`config.mk`:
```
export PLATFORM = sky130hd
export DESIGN_NAME = pll_programmable_divider
export DESIGN_NICKNAME = d
export VERILOG_FILES = /design/src/pll_programmable_divider.v
export VERILOG_INCLUDE_DIRS = /design/src
export SDC_FILE = /design/constraint.sdc
export NUM_CORES = 1
export LEC_CHECK = 0
export ABC_AREA = 1
export ABC_CLOCK_PERIOD_IN_PS = 3800
export BUFFER_PORTS_ARGS = -buffer_cell sky130_fd_sc_hd__buf_2
export CAP_MARGIN = 40
export CORE_AREA = 2 2 90 92
export CTS_CLUSTER_DIAMETER = 200
export DETAILED_ROUTE_END_ITERATION = 8
export DIE_AREA = 0 0 92 94
export PLACE_DENSITY = 0.75
export SETUP_SLACK_MARGIN = 0.5
export SLEW_MARGIN = 25
export SYNTH_ARGS = -nofsm -noshare
export SYNTH_HDL_FRONTEND = slang
export SYNTH_SLANG_ARGS = --single-unit
```
`constraint.sdc`:
```
create_clock -name i_clk -period 3.8 [get_ports i_clk]
set_input_delay 0.38 -clock i_clk [delete_from_list [all_inputs] [get_ports i_clk]]
set_output_delay 0.38 -clock i_clk [all_outputs]
set_load 0.005 [all_outputs]
```
`src/pll_divider_defs.vh`:
```
// Constants for the synthesizer programmable divider block.
// Assumes inclusion by the divider module only.
// Function
// - The synthesizer runs only while chip enable is high.
// - The divided input's phase against the reference drives the error pin.
// - One mode setting picks the division method and the AM or FM input.
// - At start the nibbles and swallow low bit load both counters.
// - When the 12-bit counter reaches zero both counters reload.
// - A data write during division takes effect only at the next reload.
// - The data register has no reset and keeps its contents through resets.
// - Both counters are binary down counters starting in the same cycle.
// - The swallow counter is used only in pulse-swallow mode.
// - Divide by 33 while the swallow counter runs, by 32 once it is zero.
// - The data register takes 4-bit and 8-bit accesses only.
// - The division value sits in four nibbles numbered zero to three.
// - Direct mode uses the upper twelve bits, pulse-swallow all sixteen.
// - Method bit zero selects direct AM, one selects pulse-swallow FM.
// - Writing the mode register starts synthesizer operation. The code starts only when the written value has MODE_ENABLE (bit 2) set.
`ifndef PLL_DIVIDER_DEFS_VH
`define PLL_DIVIDER_DEFS_VH
`define ADR_DATA0 4'h0
`define ADR_DATA1 4'h1
`define ADR_DATA2 4'h2
`define ADR_DATA3 4'h3
`define ADR_MODE 4'h4
`define ADR_STAT 4'h5
`define MODE_SWALLOW_LOW 0
`define MODE_ENABLE 2
`define MODE_METHOD 3
`define PRE_MOD33 6'h21
`define PRE_MOD32 6'h20
`define PROG_ZERO 12'h000
`define SWAL_ZERO 5'h00
`endif

```
`src/pll_programmable_divider.v`:
```
// Programmable divider and phase comparator of a frequency synthesizer.
// Assumes oscillator inputs and the reference are slow next to i_clk.
//
// Decided for this implementation: register access over Wishbone and the placing of the registers.
`timescale 1ns/1ns
`include "pll_divider_defs.vh"
module pll_programmable_divider (
  input wire i_clk,
  input wire i_rst_n,
  input wire i_ce,
  input wire i_chip_enable,
  input wire i_am_oscillator_input,
  input wire i_fm_oscillator_input,
  input wire i_ref_clk,
  input wire i_wb_cyc,
  input wire i_wb_stb,
  input wire i_wb_we,
  input wire [3:0] i_wb_adr,
  input wire [0:0] i_wb_sel,
  input wire [7:0] i_wb_dat,
  output wire [7:0] o_wb_dat,
  output wire o_wb_ack,
  output wire o_wb_err,
  output wire o_phase_error_output,
  output wire o_phase_error_oe,
  output wire o_divided_pulse
);

  //////////////////////////////////////////////////////////////////////////
  // Pin synchronisers: three stages, a change counts when two and three agree.
  reg [2:0] ce_s_r, am_s_r, fm_s_r, rf_s_r;
  reg ce_lv_r, am_lv_r, fm_lv_r, rf_lv_r;
  always @(posedge i_clk or negedge i_rst_n) begin
    if (!i_rst_n) begin
      ce_s_r <= 3'h0;
      am_s_r <= 3'h0;
      fm_s_r <= 3'h0;
      rf_s_r <= 3'h0;
      ce_lv_r <= 1'b0;
      am_lv_r <= 1'b0;
      fm_lv_r <= 1'b0;
      rf_lv_r <= 1'b0;
    end else if (i_ce) begin
      ce_s_r <= {ce_s_r[1:0], i_chip_enable};
      am_s_r <= {am_s_r[1:0], i_am_oscillator_input};
      fm_s_r <= {fm_s_r[1:0], i_fm_oscillator_input};
      rf_s_r <= {rf_s_r[1:0], i_ref_clk};
      if (ce_s_r[1] == ce_s_r[2]) ce_lv_r <= ce_s_r[2];
      if (am_s_r[1] == am_s_r[2]) am_lv_r <= am_s_r[2];
      if (fm_s_r[1] == fm_s_r[2]) fm_lv_r <= fm_s_r[2];
      if (rf_s_r[1] == rf_s_r[2]) rf_lv_r <= rf_s_r[2];
    end
  end

  //////////////////////////////////////////////////////////////////////////
  // Bus decode. The data bus is 8 bits wide so each access is one
  // nibble or one byte; a byte access to nibble n below 3 also writes n+1.
  wire req = i_wb_cyc & i_wb_stb;
  reg ack_r;
  wire hit = (i_wb_adr <= `ADR_STAT);
  // Writes land on the edge at which the master samples ack high.
  wire wr = req & ack_r & i_wb_we & hit & i_ce;
  wire wr_byte = wr & i_wb_sel[0] & (i_wb_adr < `ADR_DATA3);
  assign o_wb_ack = req & ack_r & hit;
  assign o_wb_err = req & ack_r & ~hit;

  // Acknowledge one cycle after the request, drop it the cycle after.
  always @(posedge i_clk or negedge i_rst_n) begin
    if (!i_rst_n) ack_r <= 1'b0;
    else if (i_ce) ack_r <= req & ~ack_r;
  end

  //////////////////////////////////////////////////////////////////////////
  // Data nibbles carry no reset so they survive every reset kind.
  reg [3:0] nib_r [0:3];
  genvar g;
  generate
    for (g = 0; g < 4; g = g + 1) begin : g_nib
      always @(posedge i_clk) begin
        if (wr && i_wb_adr == g) nib_r[g] <= i_wb_dat[3:0];
        else if (wr_byte && i_wb_adr == g - 1)
          nib_r[g] <= i_wb_dat[7:4];
      end
    end
  endgenerate
  wire [15:0] data_word = {nib_r[3], nib_r[2], nib_r[1], nib_r[0]};

  //////////////////////////////////////////////////////////////////////////
  // Mode register and start request.
  reg [3:0] mode_r;
  reg start_r;
  always @(posedge i_clk or negedge i_rst_n) begin
    if (!i_rst_n) begin
      mode_r <= 4'h0;
      start_r <= 1'b0;
    end else if (i_ce) begin
      start_r <= 1'b0;
      if (wr && i_wb_adr == `ADR_MODE) begin
        mode_r <= i_wb_dat[3:0];
        start_r <= 1'b1;
      end
    end
  end
  wire fm_mode = mode_r[`MODE_METHOD];
  wire run_en = mode_r[`MODE_ENABLE] & ce_lv_r;

  //////////////////////////////////////////////////////////////////////////
  // Input selection and edge detect on the chosen oscillator.
  wire osc_lv = fm_mode ? fm_lv_r : am_lv_r;
  reg osc_d_r, ce_d_r, rf_d_r;
  wire osc_edge = osc_lv & ~osc_d_r;
  wire ce_rise = ce_lv_r & ~ce_d_r;

  //////////////////////////////////////////////////////////////////////////
  // Counters: prescaler, swallow and programmable.
  reg [5:0] pre_r;
  reg [4:0] swal_r;
  reg [11:0] prog_r;
  reg load_r, div_r;
  wire pre_tick = fm_mode ? (osc_edge && pre_r == 6'h00) : osc_edge;
  wire swal_run = fm_mode && swal_r != `SWAL_ZERO;
  wire [5:0] pre_mod = swal_run ? `PRE_MOD33 : `PRE_MOD32;
  wire [11:0] load_prog = fm_mode ? data_word[15:4] : data_word[15:4];
  wire [4:0] load_swal = fm_mode ?
    {data_word[3:0], mode_r[`MODE_SWALLOW_LOW]} : `SWAL_ZERO;

  // Counting stops while disabled; a start or enable return loads fresh.
  always @(posedge i_clk or negedge i_rst_n) begin
    if (!i_rst_n) begin
      osc_d_r <= 1'b0;
      ce_d_r <= 1'b0;
      pre_r <= 6'h00;
      swal_r <= 5'h00;
      prog_r <= 12'h000;
      load_r <= 1'b0;
      div_r <= 1'b0;
    end else if (i_ce) begin
      osc_d_r <= osc_lv;
      ce_d_r <= ce_lv_r;
      div_r <= 1'b0;
      if (run_en && load_r) begin
        prog_r <= load_prog;
        swal_r <= load_swal;
        pre_r <= `PRE_MOD33 - 6'h01;
        load_r <= 1'b0;
      end else if (run_en && osc_edge) begin
        if (fm_mode) pre_r <= (pre_r == 6'h00) ? pre_mod - 6'h01 :
          pre_r - 6'h01;
        if (pre_tick) begin
          if (prog_r == `PROG_ZERO || prog_r == 12'h001) begin
            prog_r <= load_prog;
            swal_r <= load_swal;
            div_r <= 1'b1;
          end else begin
            prog_r <= prog_r - 12'h001;
            if (swal_run) swal_r <= swal_r - 5'h01;
          end
        end
      end
      // Placed last so a new load request wins over a load in progress.
      if (start_r || ce_rise || !run_en) load_r <= 1'b1;
    end
  end
  assign o_divided_pulse = div_r;

  //////////////////////////////////////////////////////////////////////////
  // Phase comparator: a tri-state output driven high after the divided
  // pulse leads the reference, low after the reference leads.
  reg up_r, dn_r;
  wire ref_edge = rf_lv_r & ~rf_d_r;
  always @(posedge i_clk or negedge i_rst_n) begin
    if (!i_rst_n) begin
      rf_d_r <= 1'b0;
      up_r <= 1'b0;
      dn_r <= 1'b0;
    end else if (i_ce) begin
      rf_d_r <= rf_lv_r;
      if (!run_en) begin
        up_r <= 1'b0;
        dn_r <= 1'b0;
      end else if (div_r && ref_edge) begin
        up_r <= 1'b0;
        dn_r <= 1'b0;
      end else if (div_r) begin
        if (dn_r) dn_r <= 1'b0;
        else up_r <= 1'b1;
      end else if (ref_edge) begin
        if (up_r) up_r <= 1'b0;
        else dn_r <= 1'b1;
      end
    end
  end
  assign o_phase_error_output = up_r;
  assign o_phase_error_oe = up_r | dn_r;

  //////////////////////////////////////////////////////////////////////////
  // Read mux: nibbles, mode and status with swallow run, run enable and enable level.
  reg [7:0] rd_r;
  always @(posedge i_clk or negedge i_rst_n) begin
    if (!i_rst_n) rd_r <= 8'h00;
    else if (i_ce && req && !ack_r) begin
      case (i_wb_adr)
        `ADR_DATA0: rd_r <= {nib_r[1], nib_r[0]};
        `ADR_DATA1: rd_r <= {nib_r[2], nib_r[1]};
        `ADR_DATA2: rd_r <= {nib_r[3], nib_r[2]};
        `ADR_DATA3: rd_r <= {4'h0, nib_r[3]};
        `ADR_MODE: rd_r <= {4'h0, mode_r};
        `ADR_STAT: rd_r <= {5'h00, swal_run, run_en, ce_lv_r};
        default: rd_r <= 8'h00;
      endcase
    end
  end
  assign o_wb_dat = rd_r;
endmodule

```
==> run summary, run 1 <==
outcome - finished, final reports clean
crit-path max cell delay - 390 ps
most frequent cells in the layout - nand2_1 (168), inv_1 (68), o21ai_0 (62)
CTS tree - yes
I/O Buffers - 35
first-pass GRT wire length - 15,320 µm
Hold Crit Class - in -> async
Final setup viols - 0
async set-reset flop share out of synthesis - 0.7895
DR iter-0 viols - 252
post-CTS sizing - 0
sequential element share of the synthesized area - 0.4788
fin nets - 596
PwrDens - 357.6 nW/µm²
initial antenna violation count - 0
crit path cell chain - inv_1 > ha_1 > inv_1 > nor2_1 > a21oi_1 > nand2_1 > nand2_1 > inv_1 > ha_1 > or2_2 > nand4_1 > o21ai_0
H-tree depth - 3
mapped cell area - 4139 µm²
WHS - 53.27 ps
element type at the critical path start - flop
RSZ-0062 raised after global routing - false
wire per inst - 12.98 µm
CP top delay family - simple AND/OR/NAND/NOR gates
Crit Path Max Fanout - 3
clock sink total - 76
crit end category - flop
final wirelength - 8750 µm
layout cell share with drive strength beyond 1 - 0.1434
syn nets - 559
n_diodes - 0
peak supply drop - 255.2 µV
Register-to-Register Path Depth - 12
core area - 7607 µm²
Fmax - 472.0 MHz
Worst Tran Pin Value - 693.1 ps
MaxCap Viol Count - 0
post-route ant nets - 0
cts bufs inserted - 9
max_slew headroom - 0.5379
Crit Reg-Reg Startpoint - swal_r[0]
DR DRC count - 0
Rows - 32
die area - 8648 µm²
synth-to-layout area growth - 10.88%
DR vias/cell - 5.114
Avg Inst Size Synth - 7.809 µm²
final period utilization - 0.5575
cell mode on critical path - inv_1
Main synth FF type - dfrtp_1
DP HPWL - 6470 µm
gr ovfl total - 0
initial core utilization - 0.5441
clk root buf - clkbuf_8
R2R Path End - pre_r[2]
number of synthesized flops with an enable pin - 16
leakage power - 2.345 nW
die width - 92 µm
routed vias - 3,447
worst skew pair latency - 350 ps
clk_skew - 13.17 ps
largest net degree at the start of global routing - 32
Post-CTS Hold Buffers - 0
most common cell after layout, fill and taps aside - nand2_1
# IOs - 36
Reg2Reg Setup Slack - 1680 ps
GRT Total Usage - 0.2253
drt first pass iters - 4
gpl congestion - 0.9532
CP bufs+invs - 3
Final Hold Fails - 0
setup bufs post-CTS - 0
register bit total from synthesis - 76
clk slew on worst S/H paths - 90 ps
Synth Warn # - 0
Unique masters post-synth - 35
Die Height - 94 µm
slowest cell on the critical path - dfrtp_1
critical path data required time - 4030 ps
Gate Count Post-Synth - 530
Final min period - 2119 ps
WS Path Type - reg -> reg
Final Max Tran Viols - 0
vias in the first global route - 3,263
clk buf depth - 2
Arrival @ worst endpoint - 2350 ps
final setup TNS - 0 ps
## cell type report
class                      instances  area (µm²)
timing repair buffer              37       190.2
fill                             706        3018
tap                              102       127.6
multi-input combinational        372        1817
clock buffer                      10       148.9
sequential                        76        1982
clock inverter                     6       52.55
inverter                          71       271.5
## state kept, by name, summed over array words and instances (netlist names), 3 cells and up
register / count
am_s_r: 3
nib_r: 16
ce_s_r: 3
o_wb_dat: 8
mode_r: 4
rf_s_r: 3
pre_r: 6
swal_r: 5
fm_s_r: 3
prog_r: 12
## report_power, final
part / total, mW / switching [mW] / internal (mW)
sequential: 0.894 / 0.0244 / 0.870
combinational: 0.130 / 0.0839 / 0.0461
clock: 0.617 / 0.329 / 0.288
## routing by layer
metal / GRT usage / routed length, µm
met1: 0.3198 / 4142
met2: 0.3560 / 4005
met3: 0.02889 / 442
met4: 0.08582 / 160
met5: 0 / 0
## cell usage after synthesis, types with 2 or more instances
cell type / instances / share of area
o21ai_1: 4 / 0.0048
nand3_1: 29 / 0.035
xnor2_1: 3 / 0.0063
nand3b_1: 2 / 0.0036
nor2_1: 31 / 0.028
o22ai_1: 6 / 0.0091
nor2_4: 5 / 0.014
ha_1: 6 / 0.018
nand2_2: 8 / 0.012
clkbuf_1: 5 / 0.0045
xor2_1: 6 / 0.013
o211ai_1: 3 / 0.0054
buf_6: 2 / 0.0054
nand4_1: 4 / 0.0060
nand3_2: 2 / 0.0048
nor3_1: 6 / 0.0073
edfxtp_1: 16 / 0.12
dfrtp_1: 60 / 0.36
nor2_2: 5 / 0.0076
buf_4: 3 / 0.0054
o21ai_0: 62 / 0.075
nand2_4: 2 / 0.0054
nand2_1: 168 / 0.15
a21oi_1: 13 / 0.016
inv_1: 68 / 0.062
inv_4: 2 / 0.0030
## through the flow
stage	cell area (µm²)	total power, mW	setup slack, ps	util	std cells
4_1_cts	4589	1.654	1680	0.6033	674
3_3_place_gp	4380	1.036	1573	0.5758	657
3_5_place_dp	4388	1.041	1449	0.5768	658
6_report	4589	1.641	1681	0.6033	674
5_1_grt	4589	1.715	1444	0.6033	674
2_1_floorplan	4139	0.9788	2008	-	530
## cell families after synthesis
group / after synthesis / synth area share
AOI/OAI and AO/OA: 92 / 0.1179
xor gates and xnor gates: 9 / 0.01905
adders and majority gates: 6 / 0.01814
buffers and inverters: 82 / 0.08222
DFF: 76 / 0.4788
and+or+nand+nor: 265 / 0.2839
## how the worst max path moves through the flow
stage | start | to | slack [ps] | cells past startpoint
2_1_floorplan | swal_r[0] | pre_r[2] | 2010 | 12
3_3_place_gp | i_ce | o_wb_dat[6] | 1570 | 6
3_5_place_dp | i_ce | o_wb_dat[4] | 1450 | 6
4_1_cts | swal_r[0] | pre_r[2] | 1680 | 12
5_1_grt | swal_r[0] | pre_r[2] | 1440 | 12
6_report | swal_r[0] | pre_r[2] | 1680 | 12
(Power assumes the default switching activity.)
==> run 2: changes to the inputs <==
--- a/config.mk
+++ b/config.mk
@@ -7,7 +7,7 @@
 export NUM_CORES = 1
 export LEC_CHECK = 0
 export ABC_AREA = 1
-export ABC_CLOCK_PERIOD_IN_PS = 3800
+export ABC_CLOCK_PERIOD_IN_PS = 2000
 export BUFFER_PORTS_ARGS = -buffer_cell sky130_fd_sc_hd__buf_2
 export CAP_MARGIN = 40
 export CORE_AREA = 2 2 90 92
==> constraint.sdc (replaced) <==
create_clock -name i_clk -period 2 [get_ports i_clk]
set_input_delay 0.2 -clock i_clk [delete_from_list [all_inputs] [get_ports i_clk]]
set_output_delay 0.2 -clock i_clk [all_outputs]
set_load 0.005 [all_outputs]
==> run 2 against run 1 <==
Net effect:
- routed wire length grew 39%
- worst setup slack worse by 1500 ps
- core utilization is 13 points higher
- count of clock-buffer cells in the layout is 1 higher
- combinational power grew to 2.5 times the previous value
==> run summary, run 2 (synthesis results as in run 1) <==
outcome - finished, final reports clean
clock sink total - 76
R2R Path End - pre_r[2]
GRT Total Usage - 0.2731
critical path data required time - 2240 ps
clk buf depth - 2
Worst Tran Pin Value - 548.8 ps
PwrDens - 579.6 nW/µm²
initial antenna violation count - 0
core area - 7607 µm²
Fmax - 558.4 MHz
I/O Buffers - 35
fin cells - 735
CTS tree - yes
slowest cell on the critical path - dfrtp_1
fill count - 549
crit end category - flop
Die Height - 94 µm
clk_skew - 15.69 ps
worst skew pair latency - 360 ps
Cell Count Post-Placement - 670
vias in the first global route - 3,886
wire per inst - 16.51 µm
layout cell share with drive strength beyond 1 - 0.3444
CP top delay family - simple AND/OR/NAND/NOR gates
Design Area, Final - 5550 µm²
met2 global-route usage - 0.4822
DP HPWL - 7220 µm
peak supply drop - 470.5 µV
first-pass GRT wire length - 18,310 µm
most used routing layer - met2
met3 usage - 0.04173
synth-to-layout area growth - 34.10%
Arrival @ worst endpoint - 2030 ps
leakage power - 2.731 nW
Final Core Density - 0.7296
met1 Usage GRT - 0.3328
crit path cell chain - inv_2 > ha_4 > inv_2 > nor2_2 > a21oi_2 > nand2_2 > nand2_2 > inv_2 > ha_4 > or2_4 > nand4_1 > o21ai_1
routed vias - 4,099
fin nets - 657
largest net degree at the start of global routing - 28
post-route ant nets - 0
Final Max Tran Viols - 0
Tot Pwr - 3.217 mW
drt first pass iters - 5
most common cell after layout, fill and taps aside - nand2_1
Final min period - 1791 ps
most frequent cells in the layout - nand2_1 (146), dfrtp_1 (59), inv_1 (58)
DR iter-0 viols - 336
Crit Path Max Fanout - 3
Reg2Reg Setup Slack - 210 ps
Post-Place Setup Slack - 94.01 ps
RSZ-0062 raised after global routing - true
Setup crit end - pre_r[2]
H-tree depth - 3
Largest register FFs - 16
gr ovfl total - 0
Critical path origin - swal_r[1]
Final Hold Fails - 0
die area - 8648 µm²
CP bufs+invs - 3
final period utilization - 0.8954
final wirelength - 12,130 µm
final setup margin - 209.2 ps
Hold Crit Class - in -> reg
die width - 92 µm
initial core utilization - 0.5441
Register-to-Register Path Depth - 12
cell mode on critical path - inv_2
DP Area - 4537 µm²
WS Path Type - reg -> reg
final setup TNS - 0 ps
clk slew on worst S/H paths - 90 ps
max_slew headroom - 0.6328
Biggest register - nib_r
clk root buf - clkbuf_8
DR DRC count - 0
DR vias/cell - 5.577
crit-path max cell delay - 390 ps
n_diodes - 0
element type at the critical path start - flop
cell count along the critical path - 12
cts bufs inserted - 9
Crit Reg-Reg Startpoint - swal_r[1]
MaxCap Viol Count - 0
Final setup viols - 0
# IOs - 36
WHS - 44.77 ps
gpl congestion - 0.9308
Rows - 32
run 2: cell types whose count changed in the layout (fill, tap and decap cells not counted), sizes merged:
cell,previous run,this run
buf,37,94
clkbuf,10,11
clkinv,3,1
clkinvlp,0,2
dlygate4sd3,0,1
inv,74,73
nand2,178,181
run 2: worst min-delay path, delay by kind of cell:
family,cells,cell delay [ps]
buffers and inverters,1,80
AND/OR/NAND/NOR,1,40
AO/OA/AOI/OAI,1,60
run 2: worst min path at each step:
stage,to,from,depth (start not counted),slack (ps)
after floorplan,ack_r,i_rst_n,0,-100
after global placement,ce_s_r[0],i_rst_n,1,180
after detailed placement,ce_s_r[1],i_rst_n,1,190
after CTS,fm_s_r[0],i_fm_oscillator_input,3,40
after global routing,rf_s_r[0],i_ref_clk,3,50
final,rf_s_r[0],i_ref_clk,3,40
run 2: timing repair:
action                                  4_1_cts  5_1_grt
buffers inserted                             31       12
hold buffers                                  1        0
cloned                                        4        1
endpoints found under the setup margin       48       56
resized for setup                            66       67
pin swaps                                    23       37
hold endpoints to repair                     19        0
run 2: layout make-up:
cell class                      count  area, µm²  share of cell area
Timing Repair Buffer               95      718.2              0.1294
Multi-Input combinational cell    375       2246              0.4046
Tap cell                          102      127.6             0.02299
Clock buffer                       11      162.7             0.02931
Sequential cell                    76       1983              0.3573
Clock inverter                      5      41.29            0.007439
Inverter                           71      271.5             0.04892
run 2: layer usage:
layer | up-vias | share of wire
li1 | 1901 | -
met1 | 1966 | 0.40
met2 | 189 | 0.51
met3 | 43 | 0.056
met4 | 0 | 0.032
met5 | - | 0
run 2: where the power goes:
group,leakage [nW],switching [mW],internal (mW),total (mW)
Combinational,1.75,0.203,0.125,0.328
Clock,0.0977,0.628,0.571,1.20
Sequential,0.880,0.0371,1.65,1.69
Total,2.73,0.868,2.35,3.22
==> run 3: changes to the inputs <==
--- a/config.mk
+++ b/config.mk
@@ -14,6 +14,7 @@
 export CTS_CLUSTER_DIAMETER = 200
 export DETAILED_ROUTE_END_ITERATION = 8
 export DIE_AREA = 0 0 92 94
+export GPL_TIMING_DRIVEN = 0
 export PLACE_DENSITY = 0.75
 export SETUP_SLACK_MARGIN = 0.5
 export SLEW_MARGIN = 25
==> run 3 against run 2 <==
Net effect:
- critical path depth is the same
- sequential share of layout area shrank 0.39 points
- cell count rose by 0.14%
- design area increased by 1.1%
- count of clock-buffer cells in the layout increased by 1
- power up 3.9%
- via count increased by 1.8%
- first-iteration DRC count is 39% higher
- sequential cell count did not move
- highest routed layer unchanged
- routed wire length up 3.9%
- hold slack improved by 12 ps
- critical endpoint unchanged
- clock power increased by 10%
==> run summary, run 3 (synthesis results as in run 1) <==
fin nets - 658
synth-to-layout area growth - 35.58%
fill count - 551
met1 Usage GRT - 0.3570
I/O Buffers - 35
wire per inst - 17.13 µm
die width - 92 µm
worst skew pair latency - 360 ps
MaxCap Viol Count - 0
Rows - 32
drt first pass iters - 5
Largest register FFs - 16
Arrival @ worst endpoint - 2010 ps
Fmax - 568.7 MHz
Cell Count Post-Placement - 667
core area - 7607 µm²
crit end category - flop
Final Hold Fails - 0
clk buf depth - 2
Final setup viols - 0
fin cells - 736
gr ovfl total - 0
most common cell after layout, fill and taps aside - nand2_1
GRT Total Usage - 0.2835
routed vias - 4,171
vias in the first global route - 3,959
min-delay src - i_ref_clk
element type at the critical path start - flop
final period utilization - 0.8791
post-route ant nets - 0
Die Height - 94 µm
outcome - finished, final reports clean
WS Path Type - reg -> reg
Hold Crit Class - in -> reg
DR DRC count - 0
DP HPWL - 7361 µm
cts bufs inserted - 9
final wirelength - 12,610 µm
RSZ-0062 raised after global routing - true
initial antenna violation count - 0
gpl congestion - 0.8697
largest net degree at the start of global routing - 61
# IOs - 36
Tot Pwr - 3.344 mW
die area - 8648 µm²
clk slew on worst S/H paths - 90 ps
initial core utilization - 0.5441
peak supply drop - 399.2 µV
clk_skew - 9.823 ps
Crit Reg-Reg Startpoint - swal_r[1]
CTS tree - yes
clk root buf - clkbuf_8
max_slew headroom - 0.6241
DR vias/cell - 5.667
DR iter-0 viols - 467
Biggest register - nib_r
PwrDens - 595.9 nW/µm²
Crit Path Max Fanout - 3
most frequent cells in the layout - nand2_1 (138), dfrtp_1 (59), inv_1 (57)
H-tree depth - 3
Critical path origin - swal_r[1]
critical path data required time - 2250 ps
leakage power - 2.735 nW
layout cell share with drive strength beyond 1 - 0.3502
first-pass GRT wire length - 19,110 µm
met3 usage - 0.04173
Final min period - 1758 ps
final setup TNS - 0 ps
most used routing layer - met2
Worst Tran Pin Value - 561.8 ps
clock sink total - 76
Final Max Tran Viols - 0
n_diodes - 0
met2 global-route usage - 0.4969
==> run 3: changes by cell type in the layout (fill, tap and decap cells not counted), sizes merged <==
cell	delta
buf	-3
inv	-2
clkbuf	+5
bufinv	+1
clkinvlp	-1
clkinv	+1
==> run 3: per-layer routing <==
metal | up-vias | share of wire
met5 | - | 0
met4 | 0 | 0.030
met3 | 42 | 0.053
met2 | 189 | 0.52
met1 | 2038 | 0.40
li1 | 1902 | -
==> run 3: what timing repair did <==
action	in CTS	in global routing
hold buffers	1	0
gates cloned	7	0
pin swaps	33	48
buffers inserted	28	16
endpoints found under the setup margin	56	66
endpoints found under the hold margin	60	0
gates resized for setup	93	68
==> run 3: final timing paths <==
| check | slack [ps] | end | cells past startpoint |
|---|---|---|---|
| worst min-delay path | 60 | rf_s_r[0] | 3 |
| max in group asynchronous | 1280 | o_wb_dat[7] | 3 |
| min in group asynchronous | 210 | mode_r[3] | 2 |
| worst min register to register | 490 | o_wb_dat[2] | 2 |
| worst max-delay path | 240 | pre_r[2] | 12 |
| worst max register to register | 240 | pre_r[2] | 12 |
==> run 3: report_power, final <==
part	total (mW)	leakage [nW]	switching, mW	internal [mW]
clock	1.32	0.108	0.632	0.692
sequential	1.70	0.879	0.0420	1.65
combinational	0.325	1.75	0.209	0.116
total	3.34	2.74	0.882	2.46
==> run 3: worst max-delay path: stages (launching register included) <==
cell,delay (ps)
dfrtp_1,390
inv_2,70
ha_4,160
inv_4,50
nor2_4,40
a21oi_4,190
nand2_2,80
nand2_2,70
inv_2,40
ha_4,150
or2_4,240
nand4_1,90
o21ai_1,60
==> run 3: layout make-up <==
type,instances,area [µm²],share of cell area
plain buffers,11,81.33,0.01449
multi-input cells,375,2298,0.4096
well taps,102,127.6,0.02274
inverters,71,279.0,0.04972
flip-flops and latches,76,1983,0.3534
repair buffers,85,620.6,0.1106
clock buffers,12,166.4,0.02965
clock inverters,4,55.05,0.009810
==> run 3: stage by stage <==
step / area (µm²) / setup WS [ps] / utilization / hold WS (ps)
2_1_floorplan: 4185 / 337.0 / - / -95.59
3_3_place_gp: 4488 / 92.27 / 0.5900 / 414.7
3_5_place_dp: 4491 / 64.78 / 0.5903 / 328.5
4_1_cts: 5253 / 326.9 / 0.6905 / 53.99
5_1_grt: 5612 / 191.9 / 0.7377 / 86.85
6_report: 5612 / 241.7 / 0.7377 / 56.65
